<file path="config.mk">
export PLATFORM = sky130hd
export DESIGN_NAME = apsp_strobe_port
export DESIGN_NICKNAME = d
export VERILOG_FILES = /design/src/common/apsp_pkg.sv /design/src/rtl/apsp_reset_pulse.sv /design/src/rtl/apsp_strobe_port.sv
export SDC_FILE = /design/constraint.sdc
export NUM_CORES = 1
export LEC_CHECK = 0
export BUFFER_PORTS_ARGS = -buffer_cell sky130_fd_sc_hd__buf_2
export CAP_MARGIN = 20
export CELL_PAD_IN_SITES_DETAIL_PLACEMENT = 0
export CELL_PAD_IN_SITES_GLOBAL_PLACEMENT = 2
export CORE_MARGIN = 3
export CORE_UTILIZATION = 30
export DETAILED_ROUTE_END_ITERATION = 16
export GPL_ROUTABILITY_DRIVEN = 0
export GPL_TIMING_DRIVEN = 0
export PLACE_DENSITY = 0.82
export SETUP_SLACK_MARGIN = 0.3
export SYNTH_ARGS = -nofsm -noshare
export SYNTH_HDL_FRONTEND = slang
export SYNTH_SLANG_ARGS = --single-unit
export TNS_END_PERCENT = 20
</file>
<file path="constraint.sdc">
create_clock -name REF_CLK -period 2.6 [get_ports REF_CLK]
set_clock_uncertainty 0.05 [all_clocks]
set_input_delay 0.39 -clock REF_CLK [delete_from_list [all_inputs] [get_ports REF_CLK]]
set_output_delay 0.39 -clock REF_CLK [all_outputs]
set_load 0.1 [all_outputs]
</file>
<file path="src/common/apsp_pkg.sv">
// Package with constants and types for the asynchronous panel strobe port
package apsp_pkg;

  // ===========================================================================
  // Clock and timing
  localparam int unsigned CLK_PERIOD_PS     = 5000;
  localparam int unsigned RESET_WIDTH_MS    = 1;
  localparam int unsigned RESET_WIDTH_NS    = 15;
  localparam int unsigned RESET_MS_CYCLES   =
    (RESET_WIDTH_MS * 1000000000 + CLK_PERIOD_PS - 1) / CLK_PERIOD_PS;
  localparam int unsigned RESET_NS_CYCLES   =
    (RESET_WIDTH_NS * 1000 + CLK_PERIOD_PS - 1) / CLK_PERIOD_PS;
  localparam int unsigned RESET_CYCLES      =
    (RESET_MS_CYCLES > RESET_NS_CYCLES) ? RESET_MS_CYCLES : RESET_NS_CYCLES;

  // ===========================================================================
  // Widths and reset values
  localparam int unsigned BUS_WIDTH   = 18;
  localparam int unsigned TIME_WIDTH  = 8;
  localparam int unsigned PANEL_COUNT = 3;
  localparam logic [PANEL_COUNT-1:0] SELECT_IDLE = 3'h7;
  localparam logic [1:0]             PANEL_MAX   = 2'h2;
  localparam int unsigned            SYNC_STAGES = 2;

  // ===========================================================================
  // Sequencer states
  typedef enum logic [2:0] {
    APSP_IDLE  = 3'b000,
    APSP_SETUP = 3'b001,
    APSP_LOW   = 3'b010,
    APSP_HIGH  = 3'b011,
    APSP_HOLD  = 3'b100
  } apsp_state_type;

endpackage : apsp_pkg

</file>
<file path="src/rtl/apsp_reset_pulse.sv">
// Panel reset pulse generator driven by a software level
module apsp_reset_pulse
  import apsp_pkg::*;
#(
  parameter int unsigned PULSE_CYCLES = RESET_CYCLES
) (
  input  wire logic clk,
  input  wire logic rst_n,
  input  wire logic request,
  output logic      panel_rst_n
);

  initial begin
    if (PULSE_CYCLES < 1 || PULSE_CYCLES > 32'h7FFFFFFF)
      $error("PULSE_CYCLES out of range");
  end

  logic [31:0] count_reg;
  logic [31:0] count_next;
  logic        out_reg;
  logic        out_next;

  // ===========================================================================
  // Pulse stays low while requested and at least PULSE_CYCLES
  always_comb begin
    count_next = count_reg;
    out_next   = 1'b1;
    if (request) begin
      count_next = PULSE_CYCLES;
      out_next   = 1'b0;
    end else if (count_reg > 32'h1) begin
      count_next = count_reg - 32'h1;
      out_next   = 1'b0;
    end else begin
      count_next = 32'h0;
    end
  end

  always_ff @(posedge clk or negedge rst_n) begin
    if (!rst_n) begin
      count_reg <= 32'h0;
      out_reg   <= 1'b1;
    end else begin
      count_reg <= count_next;
      out_reg   <= out_next;
    end
  end

  assign panel_rst_n = out_reg;
endmodule : apsp_reset_pulse

</file>
<file path="src/rtl/apsp_strobe_port.sv">
// Strobe sequencer for an 80-series asynchronous panel
// Operation
// - Select and strobes active low, idle high
// - Strobe pulse frames each transfer under select
// - Reads only allowed after a command write
// - Straight data polarity, optional inversion
// - Write low then high minimum widths
// - Read low then high minimum widths
// - Select setup before write strobe falls
// - Select setup before read strobe falls
// - Select held after write strobe rises
// - Select held after read strobe rises
// - Write data setup and hold around rise
// - Read sample after access delay only
// - Panel reset active low, high normally
// - Panel reset low at least 1 ms
// - Panel reset from software level, not sequencer
// - One select per panel, up to three
module apsp_strobe_port
  import apsp_pkg::*;
#(
  parameter int unsigned DW           = BUS_WIDTH,
  parameter int unsigned TW           = TIME_WIDTH,
  parameter int unsigned RESET_PULSE  = RESET_CYCLES
) (
  input  wire logic          REF_CLK,
  input  wire logic          RESETN,
  input  wire logic          REQ_VALID,
  input  wire logic          REQ_READ,
  input  wire logic          REQ_DATA,
  input  wire logic [1:0]    REQ_PANEL,
  input  wire logic [DW-1:0] REQ_WORD,
  output logic               REQ_READY,
  output logic               REQ_REFUSED,
  output logic [DW-1:0]      RD_WORD,
  output logic               RD_VALID,
  input  wire logic          INVERT_DATA,
  input  wire logic [TW-1:0] WRITE_LOW_WIDTH,
  input  wire logic [TW-1:0] WRITE_HIGH_WIDTH,
  input  wire logic [TW-1:0] READ_LOW_WIDTH,
  input  wire logic [TW-1:0] READ_HIGH_WIDTH,
  input  wire logic [TW-1:0] SELECT_SETUP_WRITE,
  input  wire logic [TW-1:0] SELECT_SETUP_READ,
  input  wire logic [TW-1:0] SELECT_HOLD_WRITE,
  input  wire logic [TW-1:0] SELECT_HOLD_READ,
  input  wire logic [TW-1:0] READ_ACCESS_DELAY,
  input  wire logic          PANEL_RESET_REQ,
  output logic [2:0]         PANEL_SELECT_N,
  output logic               CMD_DATA_SELECT,
  output logic               READ_STROBE_N,
  output logic               WRITE_STROBE_N,
  input  wire logic [DW-1:0] PANEL_BUS_WORD_IN,
  output logic [DW-1:0]      PANEL_BUS_WORD_OUT,
  output logic               PANEL_BUS_WORD_OE,
  output logic               PANEL_RESET_N
);

  initial begin
    if (DW < 1 || DW > 24 || TW < 1 || TW > 16)
      $error("apsp_strobe_port width parameter out of range");
  end

  // ===========================================================================
  // Bus input synchroniser
  logic [DW-1:0] bus_meta_reg;
  logic [DW-1:0] bus_sync_reg;

  always_ff @(posedge REF_CLK or negedge RESETN) begin
    if (!RESETN) begin
      bus_meta_reg <= '0;
      bus_sync_reg <= '0;
    end else begin
      bus_meta_reg <= PANEL_BUS_WORD_IN;
      bus_sync_reg <= bus_meta_reg;
    end
  end

  // ===========================================================================
  // Sequencer state
  apsp_state_type state_reg, state_next;
  logic [TW-1:0]  cnt_reg, cnt_next;
  logic [TW:0]    acc_reg, acc_next;
  logic           read_reg, read_next;
  logic           cmd_seen_reg, cmd_seen_next;
  logic [2:0]     sel_reg, sel_next;
  logic           rs_reg, rs_next;
  logic           rd_reg, rd_next;
  logic           wr_reg, wr_next;
  logic [DW-1:0]  dout_reg, dout_next;
  logic           oe_reg, oe_next;
  logic           ready_reg, ready_next;
  logic           refused_reg, refused_next;
  logic [DW-1:0]  rword_reg, rword_next;
  logic           rvalid_reg, rvalid_next;
  logic           sampled_reg, sampled_next;

  // Each programmed interval counts at least one cycle
  function automatic logic [TW-1:0] at_least_one(input logic [TW-1:0] v);
    at_least_one = (v == '0) ? {{(TW-1){1'b0}}, 1'b1} : v;
  endfunction : at_least_one

  localparam logic [TW-1:0] ONE = {{(TW-1){1'b0}}, 1'b1};

  // Access count also covers the bus synchroniser lag
  localparam logic [TW:0] ACC_ONE = {{TW{1'b0}}, 1'b1};
  localparam logic [TW:0] ACC_LAG = (TW+1)'(SYNC_STAGES);

  always_comb begin
    state_next    = state_reg;
    cnt_next      = cnt_reg;
    acc_next      = acc_reg;
    read_next     = read_reg;
    cmd_seen_next = cmd_seen_reg;
    sel_next      = sel_reg;
    rs_next       = rs_reg;
    rd_next       = 1'b1;
    wr_next       = 1'b1;
    dout_next     = dout_reg;
    oe_next       = oe_reg;
    ready_next    = 1'b0;
    refused_next  = 1'b0;
    rword_next    = rword_reg;
    rvalid_next   = 1'b0;
    sampled_next  = sampled_reg;
    case (state_reg)
      APSP_IDLE: begin
        sel_next   = SELECT_IDLE;
        oe_next    = 1'b0;
        ready_next = 1'b1;
        if (REQ_VALID && ready_reg) begin
          ready_next = 1'b0;
          if ((REQ_READ && !cmd_seen_reg) || REQ_PANEL > PANEL_MAX) begin
            refused_next = 1'b1;
          end else begin
            // Only the addressed panel is selected
            sel_next = ~(3'h1 << REQ_PANEL);
            rs_next  = REQ_DATA;
            read_next = REQ_READ;
            // Data polarity straight unless inversion asked
            dout_next = INVERT_DATA ? ~REQ_WORD : REQ_WORD;
            oe_next   = !REQ_READ;
            cnt_next  = REQ_READ ? at_least_one(SELECT_SETUP_READ)
                                 : at_least_one(SELECT_SETUP_WRITE);
            if (!REQ_READ && !REQ_DATA)
              cmd_seen_next = 1'b1;
            state_next = APSP_SETUP;
          end
        end
      end
      APSP_SETUP: begin
        if (cnt_reg == ONE) begin
          state_next   = APSP_LOW;
          rd_next      = !read_reg;
          wr_next      = read_reg;
          cnt_next     = read_reg ? at_least_one(READ_LOW_WIDTH)
                                  : at_least_one(WRITE_LOW_WIDTH);
          acc_next     = {1'b0, at_least_one(READ_ACCESS_DELAY)} +
                         ACC_LAG;
          sampled_next = 1'b0;
        end else begin
          cnt_next = cnt_reg - ONE;
        end
      end
      APSP_LOW: begin
        rd_next = !read_reg;
        wr_next = read_reg;
        if (acc_reg != '0)
          acc_next = acc_reg - ACC_ONE;
        if (read_reg && acc_reg == ACC_ONE) begin
          rword_next   = INVERT_DATA ? ~bus_sync_reg : bus_sync_reg;
          sampled_next = 1'b1;
        end
        if (cnt_reg == ONE && (!read_reg || sampled_reg ||
                               acc_reg == ACC_ONE)) begin
          rd_next    = 1'b1;
          wr_next    = 1'b1;
          state_next = APSP_HIGH;
          cnt_next   = read_reg ? at_least_one(SELECT_HOLD_READ)
                                : at_least_one(SELECT_HOLD_WRITE);
          if (read_reg)
            rvalid_next = 1'b1;
        end else if (cnt_reg != ONE) begin
          cnt_next = cnt_reg - ONE;
        end
      end
      APSP_HIGH: begin
        // Select and data stay put through the hold
        if (cnt_reg == ONE) begin
          state_next = APSP_HOLD;
          sel_next   = SELECT_IDLE;
          cnt_next   = read_reg ? at_least_one(READ_HIGH_WIDTH)
                                : at_least_one(WRITE_HIGH_WIDTH);
        end else begin
          cnt_next = cnt_reg - ONE;
        end
      end
      APSP_HOLD: begin
        // Strobe high phase completes the cycle
        if (cnt_reg == ONE) begin
          state_next = APSP_IDLE;
          ready_next = 1'b1;
        end else begin
          cnt_next = cnt_reg - ONE;
        end
      end
      default: begin
        state_next = APSP_IDLE;
      end
    endcase
  end

  always_ff @(posedge REF_CLK or negedge RESETN) begin
    if (!RESETN) begin
      state_reg    <= APSP_IDLE;
      cnt_reg      <= '0;
      acc_reg      <= '0;
      read_reg     <= 1'b0;
      cmd_seen_reg <= 1'b0;
      sel_reg      <= SELECT_IDLE;
      rs_reg       <= 1'b1;
      rd_reg       <= 1'b1;
      wr_reg       <= 1'b1;
      dout_reg     <= '0;
      oe_reg       <= 1'b0;
      ready_reg    <= 1'b0;
      refused_reg  <= 1'b0;
      rword_reg    <= '0;
      rvalid_reg   <= 1'b0;
      sampled_reg  <= 1'b0;
    end else begin
      state_reg    <= state_next;
      cnt_reg      <= cnt_next;
      acc_reg      <= acc_next;
      read_reg     <= read_next;
      cmd_seen_reg <= cmd_seen_next;
      sel_reg      <= sel_next;
      rs_reg       <= rs_next;
      rd_reg       <= rd_next;
      wr_reg       <= wr_next;
      dout_reg     <= dout_next;
      oe_reg       <= oe_next;
      ready_reg    <= ready_next;
      refused_reg  <= refused_next;
      rword_reg    <= rword_next;
      rvalid_reg   <= rvalid_next;
      sampled_reg  <= sampled_next;
    end
  end

  // ===========================================================================
  // Panel reset from the software level
  logic prst_n;

  apsp_reset_pulse #(
    .PULSE_CYCLES (RESET_PULSE)
  ) u_reset (
    .clk         (REF_CLK),
    .rst_n       (RESETN),
    .request     (PANEL_RESET_REQ),
    .panel_rst_n (prst_n)
  );

  // ===========================================================================
  // Outputs
  assign REQ_READY          = ready_reg;
  assign REQ_REFUSED        = refused_reg;
  assign RD_WORD            = rword_reg;
  assign RD_VALID           = rvalid_reg;
  assign PANEL_SELECT_N     = sel_reg;
  assign CMD_DATA_SELECT    = rs_reg;
  assign READ_STROBE_N      = rd_reg;
  assign WRITE_STROBE_N     = wr_reg;
  assign PANEL_BUS_WORD_OUT = dout_reg;
  assign PANEL_BUS_WORD_OE  = oe_reg;
  assign PANEL_RESET_N      = prst_n;
endmodule : apsp_strobe_port

</file>
======== Word level (Yosys, flattened, before mapping) ========
Index checks and enable logic that the tools add are counted.
word-level totals
  logic and storage cells ................. 143
  output and inout bits ................... 47
  bits of input ports ..................... 117
  bits in registers ....................... 138
operators by class
  add/subtract/negate cells ............... 4
  multiplexer cells ....................... 61
  shift operators ......................... 1
  bitwise gates (word level) .............. 4
  magnitude comparators ................... 2
  reduce and logical (&&, ||, !) cells .... 34
  equality and inequality tests ........... 17
operator list
  kind                     count
  $mux W8                  20
  $logic_not A8 Y1         9
  $mux W32                 2
  $pmux W8 S5              1
  $mux W18                 2
  $not A18 Y18             2
  $gt A32 B1 Y1 const B    1
  $sub A32 B1 Y32 const B  1
  $mux W3                  9
  $mux W1                  18
  $mux W9                  2
  $ne A2 B2 Y1 const B     9
  $pmux W9 S2              1
  $pmux W3 S5              1
  $add A8 B2 Y9 const B    1
  $eq A9 B1 Y1 const B     1
  $reduce_and A3 Y1        3
  $reduce_bool A9 Y1       1
  $sub A9 B1 Y9 const B    1
  $eq A8 B1 Y1 const B     1
  $ne A8 B1 Y1 const B     1
  $pmux W1 S2              4
  $sub A8 B1 Y8 const B    1
  $eq A3 B2 Y1 const B     2
  other kinds (18)         29

======== Depth between registers and ports, before layout ========
Gate-level depths: netlist of run 1.
  word-level depth ........................ 6
  mapped depth ............................ 10

======== Cells and area by module ========
From an unflattened synthesis of run 1, not the netlist that was laid out.
unflattened totals
  cell total of the unflattened synthesis .. 689
  area, all modules ....................... 7060.5 um2
modules (own cells, without submodules)
  module            cells an instance  instances  area an instance (um2)
  apsp_strobe_port  511                1          5242.5
  apsp_reset_pulse  178                1          1818.0

======== Least setup slack after synthesis of run 1 ========
OpenSTA, ideal clock, no wires.
  path kind ............................... reg2reg
  start ................................... register u_reset.count_reg[16]
  end ..................................... register u_reset.count_reg[31]
  path buffers ............................ 2
  stages on the path, launching flop included .. 9
  arrival time ............................ 2.489 ns
  clock period less this slack ............ 2.658 ns
  library setup time ...................... 0.119 ns
  path slack .............................. -0.058 ns
  cell sequence ........................... dfrtp_1 or4_4 or4_1 buf_2 or4_4 buf_6 nor3b_2 xnor2_1 nor2_2
between the ends
  word-level cells in the longest chain between the ends .. 3
RTL lines
  element                                           RTL line                                        source
  start, declared                                   apsp_reset_pulse.sv:18                          logic [31:0] count_reg;
  start signal, assigned                            apsp_reset_pulse.sv:44                          count_reg <= count_next;
  $sub A32 B1 Y32 or $gt A32 B1 Y1 (tied branches)  apsp_reset_pulse.sv:32, apsp_reset_pulse.sv:31
  $mux W32 (*)                                      apsp_reset_pulse.sv:31                          end else if (count_reg > 32'h1) begin
  $mux W32 (*)                                      apsp_reset_pulse.sv:28                          if (request) begin
  via u_reset.count_next[31]                        apsp_reset_pulse.sv:19                          logic [31:0] count_next;
The timed path passes the listed nets; every way through them passes the cells marked *.
A chain may end at the register's enable or synchronous reset.

======== Final worst setup path of run 1 ========
  start ................................... register u_reset.count_reg[15]
  end ..................................... register u_reset.count_reg[0]
between the ends
  word-level cells in the longest chain between the ends .. 3
RTL lines
  element                    RTL line
  $gt A32 B1 Y1              apsp_reset_pulse.sv:31
  $mux W32                   apsp_reset_pulse.sv:31
  $mux W32                   apsp_reset_pulse.sv:28
  via u_reset.count_next[0]  apsp_reset_pulse.sv:19
The timed path passes the listed nets, and every way through them passes these cells.

==> impl_metrics.json, run 1 <==
{
  "maxCapViolCount": 0,
  "post_dp_cell_area_um2": 8045,
  "power_per_cell_area_nw_per_um2": 944.1,
  "cts_tree": "built",
  "syn_area_um2": 6834,
  "timing.final.crit_share_pct": 101.5,
  "track_usage_pct": 16.43,
  "yosys_warnings": 0,
  "ys_seq_area_share_pct": 50.66,
  "total_power_mw": 8.842,
  "drt_wl_total_mm": 20.64,
  "htreeDepth": 4,
  "start_kind": "flip-flop",
  "cts_sinks": 138,
  "finalInstanceArea_um2": 9365,
  "synthXorXnorAreaFrac_pct": 9.356,
  "synth_area_leaders": "dfrtp_1, xnor2_1, o21ai_0, nand2_1, nor2_1",
  "synth_flop_cell": "dfrtp_1",
  "cts_buffers": 17,
  "vias": 5952,
  "area_growth_pct": 37.04,
  "rows": 54,
  "drive_above_1_share_pct": 37.09,
  "yosysTopAreaCell": "dfrtp_1",
  "drt_iter0_drc": 411,
  "clockBufferDepth": 2,
  "arrival_ns": 2.89,
  "fin_ws_ns": -0.03897,
  "grt_pass1_wl_mm": 32.03,
  "hold_violations": 0,
  "ir_worst_vdd_mv": 0.6444,
  "relSlewSlack_pct": 49.76,
  "violations": "negative setup slack",
  "grt_start_max_net_pins": 87,
  "synth_area_per_cell_um2": 10.04,
  "drtPass1Iterations": 5,
  "port_buffers": 162,
  "die-area_um2": 24630,
  "core_um2": 22090,
  "n_fill_cell": 2169,
  "rsz0062_at_grt": "true",
  "synthesis.nets": 805,
  "die_h_um": 156.9,
  "synth_commonest_cells": "dfrtp_1, nand2_1, nor2_1, xnor2_1, o21ai_0",
  "muxShareOfSynthArea_pct": 5.383,
  "worstMarginPinSlew_ns": 0.7536,
  "start_util_pct": 30.93,
  "ys_ff_latch": 138,
  "synth_adder_area_share_pct": 1.282,
  "largest_reg_flops": 32,
  "drv_slew": 0,
  "yosys.area_share.simple_pct": 16.95,
  "netlist_instances": 681,
  "synth_edf_count": 0,
  "cts-root-buf": "clkbuf_16",
  "synth_compound_area_share_pct": 13.22,
  "clock_latency_ns": 0.42,
  "post_drt_wl_per_cell_um": 17.40,
  "drc_errors": 0,
  "io_pins": 164,
  "crit_fanout": 5,
  "die_w_um": 156.9,
  "status": "finished, violations left",
  "synth.distinct_cells": 61,
  "nets": 1017,
  "criticalPathCategory": "flip-flop to flip-flop",
  "diodes": 0,
  "fmax_ghz": 0.3789,
  "dp.final_hpwl_mm": 14.68,
  "grt_pass1_vias": 5880,
  "holdCritPathClass": "input port to flip-flop",
  "rrSetupSlack_ns": -0.04,
  "synth.most_common_cell": "dfrtp_1",
  "ant_nets": 0,
  "clk_pin_slew_ns": 0.07,
  "end_kind": "flip-flop",
  "total_leakage_power_nw": 4.063,
  "synth_top_cell_area_share_pct": 47.97,
  "finalSetupViolCount": 18,
  "async_reset_ff_share_pct": 100.0,
  "cp.required_ns": 2.85,
  "period_minus_slack_ns": 2.639,
  "via_per_inst": 5.019,
  "grt_overflow_total": 0,
  "synth_top_family_by_area": "simple AND/OR/NAND/NOR gates",
  "antenna_found_initial": 0
}
## report_power, final
part	internal [mW]	switching, mW
Clock	1.44	1.02
Combinational	1.09	2.44
Sequential	2.52	0.328
Total	5.05	3.79
## placed cells by master, fill, tap and decap left out, types with 8 or more instances in the layout
cell	n
clkbuf_16	18
xor2_1	13
nor3_1	20
nand2_1	73
clkbuf_1	16
buf_6	9
inv_1	9
mux2i_1	11
buf_4	23
o21ai_0	55
nand3_1	8
a21oi_1	31
xnor2_1	59
buf_2	162
dfrtp_1	130
nor2_1	48
mux2_2	12
nor2_2	10
nor4_1	16
## metrics by stage
| stage | utilization (%) | hold WS [ns] | TNS [ns] | setup slack [ns] | instances |
|---|---|---|---|---|---|
| floorplan | - | 0.04441 | -0.4842 | -0.05031 | 681 |
| global placement | 36.26 | 0.2815 | -159.89 | -1.041 | 1123 |
| detailed placement | 36.41 | 0.2847 | -23.96 | -0.7847 | 1124 |
| CTS | 40.77 | 0.004357 | -1.305 | -0.1340 | 1175 |
| global route | 42.39 | 0.003521 | -1.825 | -0.1035 | 1186 |
| finish | 42.39 | 0.02214 | -0.4030 | -0.03897 | 1186 |
## kinds of logic (layout without fill, tap and decap cells)
| logic type | count (synthesis) | after routing |
|---|---|---|
| compound gates | 147 | 147 |
| xor+xnor | 73 | 73 |
| fa+ha+maj | 7 | 7 |
| buf+inv | 51 | 276 |
| flops | 138 | 138 |
| mux | 29 | 29 |
| simple gates | 236 | 236 |
## worst max-delay path, cell delays in order, from the launching register on
cell and delay, ns:
dfrtp_1 0.39, or4_4 0.54, or4_4 0.43, buf_6 0.15
nor4_4 0.15, and3b_1 0.21, buf_6 0.10, or2_4 0.10
buf_6 0.12, buf_12 0.11, clkbuf_16 0.13, nor2_1 0.04
## area by class of cell
type                            instances  area, um^2  share of cell area, %
Clock buffer                           18       429.2                  4.583
Tap cell                              280       350.3                  3.741
Sequential cell                       138        3463                  36.98
Buffer                                 39       265.3                  2.832
Clock inverter                         14       161.4                  1.723
Timing Repair Buffer                  193        1159                  12.37
Multi-Input combinational cell        492        3488                  37.25
Inverter                               12       48.80                 0.5210
## metal layers
metal	GRT usage [%]	vias to the layer above	share of wire, %
li1	-	2844	-
met1	23.48	2870	48
met2	24.98	219	44
met3	4.124	19	7.3
met4	4.168	0	1.2
met5	0	-	0
## worst paths after layout
| check | from | endpoint | depth (start not counted) |
|---|---|---|---|
| max | u_reset.count_reg[15] | u_reset.count_reg[0] | 11 |
| min | PANEL_BUS_WORD_IN[3] | bus_meta_reg[3] | 1 |
| max reg2reg | u_reset.count_reg[15] | u_reset.count_reg[0] | 11 |
| min reg2reg | bus_meta_reg[14] | bus_sync_reg[14] | 0 |
| max in group asynchronous | RESETN | PANEL_SELECT_N[1] | 3 |
| min in group asynchronous | RESETN | acc_reg[5] | 2 |
## timing repair
item                                    4_1_cts  5_1_grt
cloned                                        1        1
endpoints found under the hold margin        51        0
setup buffers                                17       10
endpoints found under the setup margin       76       69
hold buffers                                  1        0
pin swaps                                    18       24
resized for setup                            46       84
No activity file was read; power rests on OpenSTA's default activity.
==> run 2, diff against run 1 <==
- ABC_AREA: default -> 1
- CORE_ASPECT_RATIO: default -> 2
- CORE_UTILIZATION: 30 -> 28
==> impl_metrics.json, run 2 <==
{
  "drtPass1Iterations": 4,
  "clock_latency_ns": 0.43,
  "drt_iter0_drc": 246,
  "die_h_um": 234.3,
  "mostFrequentLayoutCell": "nand2_1",
  "post_drt_wl_per_cell_um": 16.65,
  "r2r_end": "PANEL_SELECT_N[2]",
  "p_sw_mw": 1.450,
  "p_int_mw": 3.705,
  "crit_fanout": 10,
  "syn_area_um2": 7298,
  "hold_violations": 0,
  "start_kind": "flip-flop",
  "drt_wl_total_mm": 24.41,
  "rr_worst_depth": 11,
  "grt_overflow_total": 0,
  "criticalPathCategory": "flip-flop to flip-flop",
  "yosysTopAreaCell": "dfrtp_1",
  "fmax_ghz": 0.4604,
  "rrSetupSlack_ns": 0.43,
  "status": "completed",
  "yosys_warnings": 0,
  "finalSetupViolCount": 0,
  "antenna_found_initial": 2,
  "holdCritPathClass": "input port to flip-flop",
  "drv_slew": 0,
  "synth_edf_count": 0,
  "io_pins": 164,
  "whs_endpoint": "bus_meta_reg[4]",
  "async_reset_ff_share_pct": 100.0,
  "final_cell_mix": "nand2_1, buf_2, nor2_1",
  "via_per_inst": 4.486,
  "netlist_instances": 913,
  "power_per_cell_area_nw_per_um2": 551.2,
  "synth_area_per_cell_um2": 7.994,
  "maxCapViolCount": 0,
  "seqPwrFrac_pct": 43.3,
  "nets": 1235,
  "swShare_pct": 28.13,
  "grt_start_max_net_pins": 82,
  "min_from": "PANEL_BUS_WORD_IN[4]",
  "ir_worst_vdd_mv": 0.4120,
  "clk_pin_slew_ns": 0.07,
  "cts-root-buf": "clkbuf_16",
  "rsz0062_at_grt": "false",
  "synth.most_common_cell": "nand2_1",
  "period_minus_slack_ns": 2.172,
  "relSlewSlack_pct": 58.92,
  "synthesis.nets": 1037,
  "whs_ns": 0.02308,
  "cts_sinks": 138,
  "largest_reg_flops": 32,
  "crit_start": "cnt_reg[1]",
  "cp.required_ns": 2.89,
  "whs_path_depth": 1,
  "clock_power_share_pct": 47.9,
  "drc_errors": 0,
  "area_growth_pct": 28.15,
  "total_leakage_power_nw": 4.539,
  "cts_tree": "built",
  "rows": 83,
  "die_w_um": 120.2,
  "end_kind": "flip-flop",
  "fin_tns_setup_ns": 0,
  "grt_pass1_wl_mm": 37.17,
  "vias": 6576,
  "arrival_ns": 2.47,
  "synth_top_cell_area_share_pct": 44.92,
  "ant_nets": 0,
  "n_fill_cell": 2771,
  "synth_commonest_cells": "nand2_1, nor2_1, dfrtp_1, inv_1, o21ai_0",
  "core_um2": 25650,
  "timing.final.crit_share_pct": 83.54,
  "port_buffers": 161,
  "synth_flop_cell": "dfrtp_1",
  "grt_pass1_vias": 6975,
  "die-area_um2": 28160,
  "htreeDepth": 4,
  "clockBufferDepth": 2,
  "worstMarginPinSlew_ns": 0.6162,
  "ys_seq_area_share_pct": 47.44,
  "combPwrFrac_pct": 8.8,
  "track_usage_pct": 17.66,
  "cts_buffers": 17,
  "synth_area_leaders": "dfrtp_1, nand2_1, nor2_1, xnor2_1, o21ai_0",
  "r2r_start": "cnt_reg[1]",
  "synth.distinct_cells": 44,
  "ys_ff_latch": 138,
  "drive_above_1_share_pct": 23.13,
  "start_util_pct": 28.45,
  "dp.final_hpwl_mm": 19.76
}
run 2: changes by cell type in the layout (fill, tap and decap cells not counted), moves of 11 or more:
| cell | previous run | this run |
|---|---|---|
| nand2_1 | 73 | 207 |
| nor2_1 | 48 | 158 |
| inv_1 | 9 | 74 |
| nand3_1 | 8 | 47 |
| buf_4 | 23 | 0 |
| a21oi_1 | 31 | 10 |
| dlygate4sd3_1 | 1 | 17 |
| buf_2 | 162 | 177 |
| nor4_1 | 16 | 3 |
| mux2_2 | 12 | 0 |
| o21ai_0 | 55 | 67 |
| xnor2_1 | 59 | 48 |
run 2: final cells by class:
| class | count | area [um^2] | share of cell area, % |
|---|---|---|---|
| Buffer | 27 | 145.1 | 1.552 |
| Tap cell | 340 | 425.4 | 4.548 |
| Clock inverter | 15 | 183.9 | 1.967 |
| Multi-Input combinational cell | 667 | 3392 | 36.27 |
| Clock buffer | 17 | 425.4 | 4.548 |
| Inverter | 81 | 304.0 | 3.251 |
| Antenna cell | 2 | 5.005 | 0.05351 |
| Timing Repair Buffer | 179 | 1010 | 10.80 |
| Sequential cell | 138 | 3462 | 37.02 |
run 2: critical path: stages (launching register included):
cell	delay (ns)
dfrtp_1	0.40
inv_1	0.12
ha_1	0.15
nand2_1	0.08
nor2_4	0.24
inv_2	0.05
buf_2	0.20
nor2_1	0.31
nor2_1	0.16
inv_2	0.11
nor2_1	0.04
a41oi_1	0.16
run 2: worst max path at each step:
stage,cells after the start,to
finish,11,PANEL_SELECT_N[2]
global route,13,cnt_reg[2]
CTS,9,cnt_reg[1]
detailed placement,8,PANEL_SELECT_N[2]
global placement,1,PANEL_BUS_WORD_OUT[14]
floorplan,10,cnt_reg[2]
run 2: timing repair:
| action | CTS | global route |
|---|---|---|
| endpoints found under the setup margin | 4 | 1 |
| hold buffers | 17 | 0 |
| resized for setup | 1 | 1 |
| setup buffers | 0 | 0 |
| hold endpoints to repair | 67 | 0 |
run 2: per-layer routing:
metal | global-route usage (%) | up-vias | part of all wire, %
met5 | 0 | - | 0
met4 | 11.83 | 0 | 6.4
met3 | 2.969 | 62 | 3.1
met2 | 34.81 | 162 | 57
met1 | 16.08 | 3047 | 33
li1 | - | 3305 | -
run 2: cells by family after synthesis:
| family | Yosys count | share of synthesized area [%] |
|---|---|---|
| AOI/OAI and AO/OA | 109 | 8.263 |
| and+or+nand+nor | 480 | 28.41 |
| DFF | 138 | 47.44 |
| buffers and inverters | 108 | 6.155 |
| xor gates and xnor gates | 70 | 8.400 |
| adders and majority gates | 7 | 1.200 |
| muxes | 1 | 0.1372 |
run 2: power by group through the flow:
stage	Combinational (mW)	Clock, mW	Sequential (mW)
final	0.454	2.47	2.23
after global routing	0.512	2.64	2.24
after CTS	0.465	2.54	2.23
after detailed placement	0.442	0	2.27
after global placement	0.432	0	2.27
after floorplan	0.225	0	2.27
run 2: per-stage QoR:
stage | util, % | cell area, um^2 | cells | setup slack, ns | power, mW
finish | 36.46 | 9353 | 1466 | 0.4279 | 5.155
global route | 36.46 | 9353 | 1466 | 0.3057 | 5.391
CTS | 36.44 | 9348 | 1464 | 0.3874 | 5.238
detailed placement | 33.38 | 8563 | 1415 | 0.2264 | 2.716
global placement | 33.25 | 8529 | 1414 | -0.9954 | 2.705
floorplan | - | 7298 | 913 | 0.6046 | 2.491
